**src/common/apc_defs.svh**
```systemverilog
// constants for the converter output control block
// assumes a 250 MHz system clock and 32-bit avalon-mm registers
`ifndef APC_DEFS_SVH
`define APC_DEFS_SVH

// ------------------------------------------------------------
// register map (byte addresses)
// ------------------------------------------------------------
`define APC_OFS_CTRL        4'h0
`define APC_OFS_STAT        4'h4
`define APC_CTRL_BYPASS     0
`define APC_CTRL_PWRDN      1
`define APC_CTRL_RST        2'h0
`define APC_STAT_CLKPD      0
`define APC_STAT_SLOW       1
`define APC_STAT_LOOPSLOW   2
`define APC_STAT_PD         3
`define APC_STAT_FMT        4
`define APC_STAT_OEPIN      6

// ------------------------------------------------------------
// timing
// ------------------------------------------------------------
`define APC_CLK_MHZ         250
`define APC_PD_FREQ_KHZ     1000
`define APC_SLOW_FREQ_KHZ   10000
`define APC_LOOP_MIN_KHZ    60000
`define APC_PD_CYC   (`APC_CLK_MHZ * 1000 / `APC_PD_FREQ_KHZ)
`define APC_SLOW_CYC (`APC_CLK_MHZ * 1000 / `APC_SLOW_FREQ_KHZ)
`define APC_LOOP_CYC (`APC_CLK_MHZ * 1000 / `APC_LOOP_MIN_KHZ)
`define APC_CNT_W           9

`endif

```
**src/common/apc_pkg.sv**
```systemverilog
// types for the converter output control block
// assumes apc_defs.svh is compiled alongside
`default_nettype none
package apc_pkg;

    typedef struct packed {
        logic        over_range_flag;
        logic [13:0] code;
    } apc_word_type;

    typedef enum logic [1:0] {
        APC_ST_IDLE  = 2'b00,
        APC_ST_SETUP = 2'b01,
        APC_ST_EDGE  = 2'b10
    } apc_state_type;

    typedef struct packed {
        logic twos;
        logic fall;
    } apc_fmt_type;

endpackage
`default_nettype wire

```
**src/rtl/apc_top.sv**
```systemverilog
// output control of a 14-bit sampling converter: parallel bus,
// over-range flag, data strobe, format select, clock-loss power-down
// assumes core words and OUT_READY on CLK_SYS; pins and the sample
// clock arrive from outside and are synchronised here
//
// Chosen here: the Avalon-MM interface to the registers and the register addresses.
`timescale 1ns/1ps
`default_nettype none
`include "apc_defs.svh"

module apc_top
    import apc_pkg::*;
(
    input  wire logic        CLK_SYS,
    input  wire logic        RST,
    input  wire logic        CE,
    input  wire logic [3:0]  AVS_ADDRESS,
    input  wire logic        AVS_READ,
    input  wire logic        AVS_WRITE,
    input  wire logic [31:0] AVS_WRITEDATA,
    output logic      [31:0] AVS_READDATA,
    output logic             AVS_WAITREQUEST,
    input  wire logic        SAMPLE_CLK,
    input  wire logic        CORE_VALID,
    input  wire logic [13:0] CORE_CODE,
    output logic             CORE_READY,
    input  wire logic [1:0]  FORMAT_SELECT_PIN,
    input  wire logic        OUTPUT_ENABLE_PIN,
    input  wire logic        OUT_READY,
    output logic      [13:0] DATA_OUT,
    output logic             DATA_OE,
    output logic             OVER_RANGE_FLAG,
    output logic             OUTPUT_SAMPLE_STROBE,
    output logic             LOOP_BYPASS
);

    // --------------------------------------------------------
    // functions
    // --------------------------------------------------------
    function automatic logic full_scale(input logic [13:0] c);
        full_scale = (&c) | ~(|c);
    endfunction

    function automatic logic [13:0] coded(input logic [13:0] c,
                                          input logic twos);
        coded = {c[13] ^ twos, c[12:0]};
    endfunction

    // --------------------------------------------------------
    // pin synchronisers
    // --------------------------------------------------------
    logic [3:0] pin_s1_r;
    logic [3:0] pin_s2_r;
    logic       sclk_d_r;
    wire        sclk_s    = pin_s2_r[0];
    wire        oe_pin_s  = pin_s2_r[1];
    apc_fmt_type fmt;
    assign fmt = apc_fmt_type'(pin_s2_r[3:2]);
    wire        sclk_rise = sclk_s & ~sclk_d_r;

    always_ff @(posedge CLK_SYS)
    begin
        if (RST)
        begin
            pin_s1_r <= 4'h0;
            pin_s2_r <= 4'h0;
            sclk_d_r <= 1'b0;
        end
        else if (CE)
        begin
            pin_s1_r <= {FORMAT_SELECT_PIN, OUTPUT_ENABLE_PIN,
                         SAMPLE_CLK};
            pin_s2_r <= pin_s1_r;
            sclk_d_r <= sclk_s;
        end
    end

    // --------------------------------------------------------
    // sample clock watch
    // --------------------------------------------------------
    // period measured in system cycles; one count per cycle
    logic [`APC_CNT_W-1:0] per_cnt_r;
    logic                  clk_pd_r;
    logic                  slow_r;
    logic                  loop_slow_r;
    wire cnt_top  = per_cnt_r == `APC_CNT_W'(`APC_PD_CYC);
    wire is_slow  = per_cnt_r > `APC_CNT_W'(`APC_SLOW_CYC);
    wire loop_lo  = per_cnt_r > `APC_CNT_W'(`APC_LOOP_CYC);

    always_ff @(posedge CLK_SYS)
    begin
        if (RST)
        begin
            per_cnt_r   <= '0;
            clk_pd_r    <= 1'b0;
            slow_r      <= 1'b0;
            loop_slow_r <= 1'b0;
        end
        else if (CE)
        begin
            if (sclk_rise)
            begin
                per_cnt_r   <= '0;
                clk_pd_r    <= 1'b0;
                slow_r      <= is_slow;
                loop_slow_r <= loop_lo;
            end
            else if (cnt_top)
                clk_pd_r    <= 1'b1;
            else
                per_cnt_r   <= per_cnt_r + 1'b1;
        end
    end

    // --------------------------------------------------------
    // register bus
    // --------------------------------------------------------
    logic [1:0] ctrl_r;
    logic       wait_r;
    logic [31:0] rdata_r;
    wire        req      = AVS_READ | AVS_WRITE;
    wire        take     = req & wait_r;
    wire        wr_done  = AVS_WRITE & ~wait_r;
    wire        sel_ctrl = AVS_ADDRESS == `APC_OFS_CTRL;
    wire        sel_stat = AVS_ADDRESS == `APC_OFS_STAT;
    wire        pwr_dn   = ctrl_r[`APC_CTRL_PWRDN] | clk_pd_r;
    wire [31:0] stat_w   = {25'h000_0000, oe_pin_s, fmt, pwr_dn,
                            loop_slow_r, slow_r, clk_pd_r};
    wire [31:0] rd_word  = sel_ctrl ? {30'h0000_0000, ctrl_r} :
                           sel_stat ? stat_w : 32'h0000_0000;

    always_ff @(posedge CLK_SYS)
    begin
        if (RST)
        begin
            ctrl_r  <= `APC_CTRL_RST;
            wait_r  <= 1'b1;
            rdata_r <= 32'h0000_0000;
        end
        else if (CE)
        begin
            wait_r <= ~take;
            if (take & AVS_READ)
                rdata_r <= rd_word;
            if (wr_done & sel_ctrl)
                ctrl_r <= AVS_WRITEDATA[1:0];
        end
    end

    // --------------------------------------------------------
    // two-entry buffer
    // --------------------------------------------------------
    apc_word_type buf_mem [2];
    logic       wp_r;
    logic       rp_r;
    logic [1:0] cnt_r;
    apc_state_type st_r;
    apc_state_type st_nxt;
    wire        not_full = cnt_r != 2'd2;
    wire        push     = CORE_VALID & not_full & ~pwr_dn;
    wire        can_pop  = (st_r == APC_ST_IDLE) |
                           ((st_r == APC_ST_EDGE) & OUT_READY);
    wire        pop      = (cnt_r != 2'd0) & can_pop;
    apc_word_type in_word;
    assign in_word = '{over_range_flag: full_scale(CORE_CODE),
                       code: CORE_CODE};
    apc_word_type head;
    assign head = buf_mem[rp_r];

    always_ff @(posedge CLK_SYS)
    begin
        if (RST)
        begin
            wp_r  <= 1'b0;
            rp_r  <= 1'b0;
            cnt_r <= 2'd0;
        end
        else if (CE)
        begin
            if (push)
            begin
                buf_mem[wp_r] <= in_word;
                wp_r          <= ~wp_r;
            end
            if (pop)
                rp_r <= ~rp_r;
            cnt_r <= cnt_r + {1'b0, push} - {1'b0, pop};
        end
    end

    // --------------------------------------------------------
    // output word and strobe
    // --------------------------------------------------------
    // data changes with the strobe inactive; the active edge
    // follows a cycle later and holds while the receiver stalls
    always_comb
    begin
        unique case (st_r)
            APC_ST_IDLE:  st_nxt = pop ? APC_ST_SETUP : APC_ST_IDLE;
            APC_ST_SETUP: st_nxt = APC_ST_EDGE;
            APC_ST_EDGE:  st_nxt = pop ? APC_ST_SETUP :
                                   OUT_READY ? APC_ST_IDLE :
                                   APC_ST_EDGE;
            default:      st_nxt = APC_ST_IDLE;
        endcase
    end

    wire strobe_nxt = (st_nxt == APC_ST_EDGE) ^ fmt.fall;
    wire oe_nxt     = oe_pin_s & ~pwr_dn;

    always_ff @(posedge CLK_SYS)
    begin
        if (RST)
        begin
            st_r                 <= APC_ST_IDLE;
            DATA_OUT             <= 14'h0000;
            OVER_RANGE_FLAG      <= 1'b0;
            OUTPUT_SAMPLE_STROBE <= 1'b0;
            DATA_OE              <= 1'b0;
            CORE_READY           <= 1'b0;
            LOOP_BYPASS          <= 1'b0;
        end
        else if (CE)
        begin
            st_r                 <= st_nxt;
            OUTPUT_SAMPLE_STROBE <= strobe_nxt;
            DATA_OE              <= oe_nxt;
            CORE_READY           <= cnt_r + {1'b0, push} -
                                    {1'b0, pop} != 2'd2 & ~pwr_dn;
            LOOP_BYPASS          <= ctrl_r[`APC_CTRL_BYPASS];
            if (pop)
            begin
                DATA_OUT        <= coded(head.code, fmt.twos);
                OVER_RANGE_FLAG <= head.over_range_flag;
            end
        end
    end

    assign AVS_READDATA    = rdata_r;
    assign AVS_WAITREQUEST = wait_r;
endmodule
`default_nettype wire

```
**config.mk**
```make
export PLATFORM = sky130hd
export DESIGN_NAME = apc_top
export DESIGN_NICKNAME = d
export VERILOG_FILES = /design/src/common/apc_pkg.sv /design/src/rtl/apc_top.sv
export VERILOG_INCLUDE_DIRS = /design/src /design/src/common
export SDC_FILE = /design/constraint.sdc
export NUM_CORES = 1
export LEC_CHECK = 0
export BUFFER_PORTS_ARGS = -buffer_cell sky130_fd_sc_hd__clkbuf_2
export CAP_MARGIN = 20
export CORE_AREA = 2 2 79 100
export DETAILED_ROUTE_END_ITERATION = 10
export DIE_AREA = 0 0 81 102
export PLACE_DENSITY = 0.82
export SYNTH_ARGS = -nofsm -noshare
export SYNTH_HDL_FRONTEND = slang
export SYNTH_SLANG_ARGS = --single-unit
export TNS_END_PERCENT = 30
```
**constraint.sdc**
```tcl
create_clock -name CLK_SYS -period 4.8 [get_ports CLK_SYS]
set_input_delay 0.24 -clock CLK_SYS [delete_from_list [all_inputs] [get_ports CLK_SYS]]
set_output_delay 0.24 -clock CLK_SYS [all_outputs]
set_load 0.05 [all_outputs]
```
**Word level (Yosys, flattened, before mapping)**

Memories as Yosys holds them, arrays and structs flattened. A register that Yosys moved wholly into a read port is not among the register bits.
Index checks and enable logic that the tools add are counted.

- Input port bits: 61
- Logic and storage cells: 87
- Output and inout bits: 52
- RAM bits: 30
- Flip-flop bits (word level): 81
- Memories kept: 1

Memory list:

| memory | words | bits a word | read ports | clocked after memory_dff | wr ports | RTL line | RTL |
|---|---|---|---|---|---|---|---|
| buf_mem | 2 | 15 | 1 | 1 | 1 | apc_top.sv:153 | `apc_word_type buf_mem [2];` |

- Magnitude comparators: 2
- $add $sub $neg: 3
- Muxes and demuxes: 16
- Bitwise gates (word level): 24
- Reductions and logical operators: 13
- Equality and inequality tests: 8

Operators with widths:

| operator | number |
|---|---|
| 9-bit two-way mux | 2 |
| 7-bit two-way mux | 2 |
| 14-bit AND reduction | 1 |
| 2-bit AND reduction | 7 |
| 14-bit OR reduction | 1 |
| 1-bit AND | 11 |
| 9-bit by 1-bit adder with 9-bit output, second input constant | 1 |
| 9-bit by 8-bit == test with 1-bit output, second input constant | 1 |
| 9-bit by 3-bit > comparator with 1-bit output, second input constant | 1 |
| 9-bit by 5-bit > comparator with 1-bit output, second input constant | 1 |
| 1-bit two-way mux | 9 |
| 1-bit NOT | 7 |
| 2-bit inequality test, second input constant | 3 |
| 2-bit one-hot mux with 3 select lines | 1 |
| 2-bit == test, second input constant | 2 |
| 4-bit by 3-bit == test with 1-bit output, second input constant | 1 |
| 4-bit zero test | 1 |
| 2-bit two-way mux | 2 |
| 1-bit bitwise OR | 4 |
| 2-bit nonzero test | 2 |
| 2-bit by 1-bit adder with 2-bit output | 1 |
| 2-bit by 1-bit == test with 1-bit output, second input constant | 1 |
| 2-bit zero test | 1 |
| 2-bit by 1-bit subtractor with 2-bit output | 1 |
| 1-bit bitwise XOR | 2 |

**Longest topological paths before layout**

- Depth after elaboration: 8
- Gate-level depth with buffers: 9
- Gate-level depth less buffers: 9

**Worst setup path after synthesis**

No wires, ideal clock.

- Kind: register -> register
- Start point: reg ctrl_r[1]
- End point: mem buf_mem[1][0] (netlist bit) (enable)
- Data arrival time: 1,894 ps
- Path buffers: 0
- Stages on the path, launching flop included: 4
- Slack: 2,496 ps
- Data required time: 4,391 ps
- Library setup time: 409 ps
- Period minus slack after synthesis: 2,304 ps
- Cell sequence: dfxtp_1 nor2_1 nand4_1 nor3b_1

- Longest elaborated chain between the ends: 7

RTL lines:

| element | RTL line | RTL |
|---|---|---|
| start, declared | apc_top.sv:118 | `logic [1:0] ctrl_r;` |
| start signal, assigned | apc_top.sv:136 | `` ctrl_r <= `APC_CTRL_RST; `` |
| start signal, assigned | apc_top.sv:146 | `ctrl_r <= AVS_WRITEDATA[1:0];` |
| 1-bit bitwise OR | apc_top.sv:126 | `` wire pwr_dn = ctrl_r[`APC_CTRL_PWRDN] \| clk_pd_r; `` |
| 1-bit NOT | apc_top.sv:160 | `wire push = CORE_VALID & not_full & ~pwr_dn;` |
| 1-bit AND | apc_top.sv:160 |  |
| 1-bit two-way mux | apc_top.sv:180 | `if (push)` |
| 1-bit two-way mux | apc_top.sv:178 | `else if (CE)` |
| 1-bit two-way mux | apc_top.sv:172 | `if (RST)` |
| 1-bit two-way mux (not written as such) | apc_top.sv:182 | `buf_mem[wp_r] <= in_word;` |
| end, declared | apc_top.sv:153 |  |

No other way between the ends.

**Final worst setup path**

- Start point: reg ctrl_r[1]
- End point: reg CORE_READY

- Longest elaborated chain between the ends: 7

RTL lines:

| element | RTL line | RTL |
|---|---|---|
| 1-bit bitwise OR * | apc_top.sv:126 |  |
| 1-bit NOT * | apc_top.sv:160, apc_top.sv:229 |  |
| 1-bit AND | apc_top.sv:160 |  |
| 2-bit by 1-bit adder with 2-bit output | apc_top.sv:228 | `CORE_READY <= cnt_r + {1'b0, push} -` |
| 2-bit by 1-bit subtractor with 2-bit output | apc_top.sv:228 |  |
| 2-bit inequality test | apc_top.sv:229 | `{1'b0, pop} != 2'd2 & ~pwr_dn;` |
| 1-bit AND * | apc_top.sv:229 |  |
| end signal, assigned | apc_top.sv:228 |  |
| end, declared | apc_top.sv:26 | `output logic CORE_READY,` |

Every way passes the cells marked *; elsewhere a longest branch is shown, timed or not.
A chain may end at the register's enable or synchronous reset.

==> impl_metrics.json <==
{
  "grt_pass1_wl_mm": 11.5,
  "dieWidth_um": 81,
  "synth_most_common_cell": "dfxtp_1",
  "grt.overflow.total": 0,
  "ant_nets": 0,
  "area_growth_pct": 11.7,
  "critPathRequiredTime_ns": 5.00,
  "period_needed_ns": 2.15,
  "grt_pass1_vias": 2570,
  "synth_top_cell_by_area": "dfxtp_1",
  "cts_setup_buffers": 0,
  "tritoncts": "done",
  "setup_violations": 0,
  "run_status": "completed",
  "crit_path_max_fanout": 5,
  "ctsResizeCount": 0,
  "cts_root_buffer": "clkbuf_8",
  "dpl-instance-area_um2": 4030,
  "ys_warn_count": 0,
  "cts_max_path_buffers": 2,
  "path_delay_family": "simple AND/OR/NAND/NOR gates",
  "design_area_um2": 4200,
  "routabilityCongestion": 0.864,
  "worstMarginPinSlew_ns": 0.902,
  "dp.cells": 476,
  "antenna_found_initial": 0,
  "max_freq_mhz": 465,
  "synth.top_cells.by_count": "dfxtp_1 (57), nor2_1 (47), edfxtp_1 (30)",
  "port_buffers": 57,
  "cts_buffers": 9,
  "clock_latency_ns": 0.35,
  "cpMaxStageDelayCell": "dfxtp_1",
  "ys_types": 43,
  "powerDensity_nw_per_um2": 470,
  "stdcell_count": 492,
  "insertedDiodeCount": 0,
  "synth_cells": 341,
  "crit_type": "reg2reg",
  "route.vias.total": 2581,
  "nNetsFinal": 462,
  "syn_avg_cell_area_um2": 11.0,
  "maxSlewHeadroom": 0.398,
  "timing.final.crit_share": 0.448,
  "drive_above_1_share": 0.240,
  "path_cells": "nor2_1 -> nand3_1 -> ha_1 -> inv_1 -> ha_1 -> xor2_1 -> and2_1 -> o311ai_0 -> a21oi_1",
  "core_area_um2": 7270,
  "cts.clk_slew.worst_paths_ns": 0.09,
  "crit_top_cell": "ha_1",
  "firstDrtPassIters": 4,
  "gr-usage-all-layers": 0.180,
  "cts_hold_buf": 0,
  "synthTopCellsByArea": "dfxtp_1 (30%), edfxtp_1 (24%), mux2i_1 (7.7%)",
  "hold_violations": 0,
  "start_kind": "register",
  "synth_edf_count": 30,
  "viasPerCell": 5.25,
  "setup_tns_ns": 0,
  "whs_ns": 0.113,
  "synth_area_um2": 3760,
  "cp_data_arrival_time_ns": 2.35,
  "rows": 35,
  "hold_path.class": "in2reg",
  "rsz0062_at_grt": "no",
  "hpwl_mm": 4.74,
  "die_area_um2": 8260,
  "cpPeakStageDelay_ns": 0.34,
  "endpoint_kind": "register",
  "cp_num_buf_inv": 1,
  "wire_per_inst_um": 13.7,
  "synth_ff_type": "dfxtp_1",
  "vdd_drop_max_uv": 238,
  "synth_top_area_share": 0.303,
  "skew_ns": 0.00475,
  "leakagePower_uw": 0.00165,
  "clock-sinks": 87,
  "start_util": 0.518,
  "drv_cap": 0,
  "drc": 0,
  "die_h_um": 102,
  "drv_slew": 0,
  "routed_wl_mm": 6.75,
  "cts_max_level": 3,
  "grt_max_degree": 53,
  "ys_ff_latch": 87,
  "drt_iter0_markers": 211,
  "seq_area_frac_synth": 0.543,
  "fin_util": 0.578,
  "synthArstFlopShare": 0,
  "io_pins": 113
}
-- metrics by stage --
step	power, µW	worst slack (ns)
after floorplan	1450	2.50
after global placement	1530	2.22
after detailed placement	1560	2.57
after CTS	1990	2.62
after global routing	2090	2.41
final	1980	2.65
-- cell families after synthesis --
group | count (synthesis) | synth area share
other | 1 | 0.000997
adder cells (fa/ha/maj) | 6 | 0.0200
XOR/XNOR | 8 | 0.0186
multiplexers | 31 | 0.0831
flip-flops | 87 | 0.543
AND/OR/NAND/NOR | 108 | 0.145
AO/OA/AOI/OAI | 51 | 0.111
buffers and inverters | 49 | 0.0788
-- metal layers --
layer,wire [µm],part of all wire,track usage
met1,2830,0.42,0.201
met2,3440,0.51,0.322
met4,110,0.016,0.0743
met3,363,0.054,0.0451
met5,0,0,0
-- layout by cell type (no fill, tap or decap), types with 6 or more instances in the layout --
cell type   n
edfxtp_1   30
dfxtp_1    57
nand2_1    11
nand4_1     7
nor2_1     47
conb_1     25
inv_1       6
o21ai_0     8
clkbuf_8    9
clkbuf_2   57
nand3_1     6
a21oi_1    10
a211oi_2   14
nor4_1      6
ha_1        6
mux2i_1    29
-- flip-flops by register name (all words and copies together), names as in the netlist, 2 cells and up, named ones only --
name,cells
AVS_READDATA,7
st_r,2
per_cnt_r,9
pin_s1_r,4
cnt_r,2
buf_mem,30
pin_s2_r,4
DATA_OUT,14
ctrl_r,2
-- report_power, final --
part           internal (µW)  switching, µW  total [µW]  leakage (µW)
combinational            198            417         615      0.000833
clock                    187            254         441     0.0000769
sequential               845           74.2         919      0.000738
total                   1230            745        1980       0.00165
-- area by class of cell --
cell class	count	area (µm²)
fillers	606	3070
flip-flops and latches	87	2040
multi-input cells	229	1520
repair buffers	61	323
clock buffers	9	124
well taps	92	115
clock inverters	7	47.5
inverters	7	26.3
-- path summary, 6_finish.rpt --
check,end,depth (start not counted),startpoint,slack (ns)
hold / removal,buf_mem[1][3],1,CORE_CODE[3],0.11
setup reg to reg,CORE_READY,9,ctrl_r[1],2.65
hold reg to reg,DATA_OE,2,DATA_OE,0.47
setup / recovery,CORE_READY,9,ctrl_r[1],2.65
-- worst reg2reg max path: cells and delay by family (launching register included) --
kind | cells | cell delay [ns]
AOI/OAI and AO/OA | 2 | 0.39
and+or+nand+nor | 3 | 0.61
buffers and inverters | 1 | 0.04
xor gates and xnor gates | 1 | 0.16
adders and majority gates | 2 | 0.47
DFF | 1 | 0.34
Power figures use the tool's default switching activity.
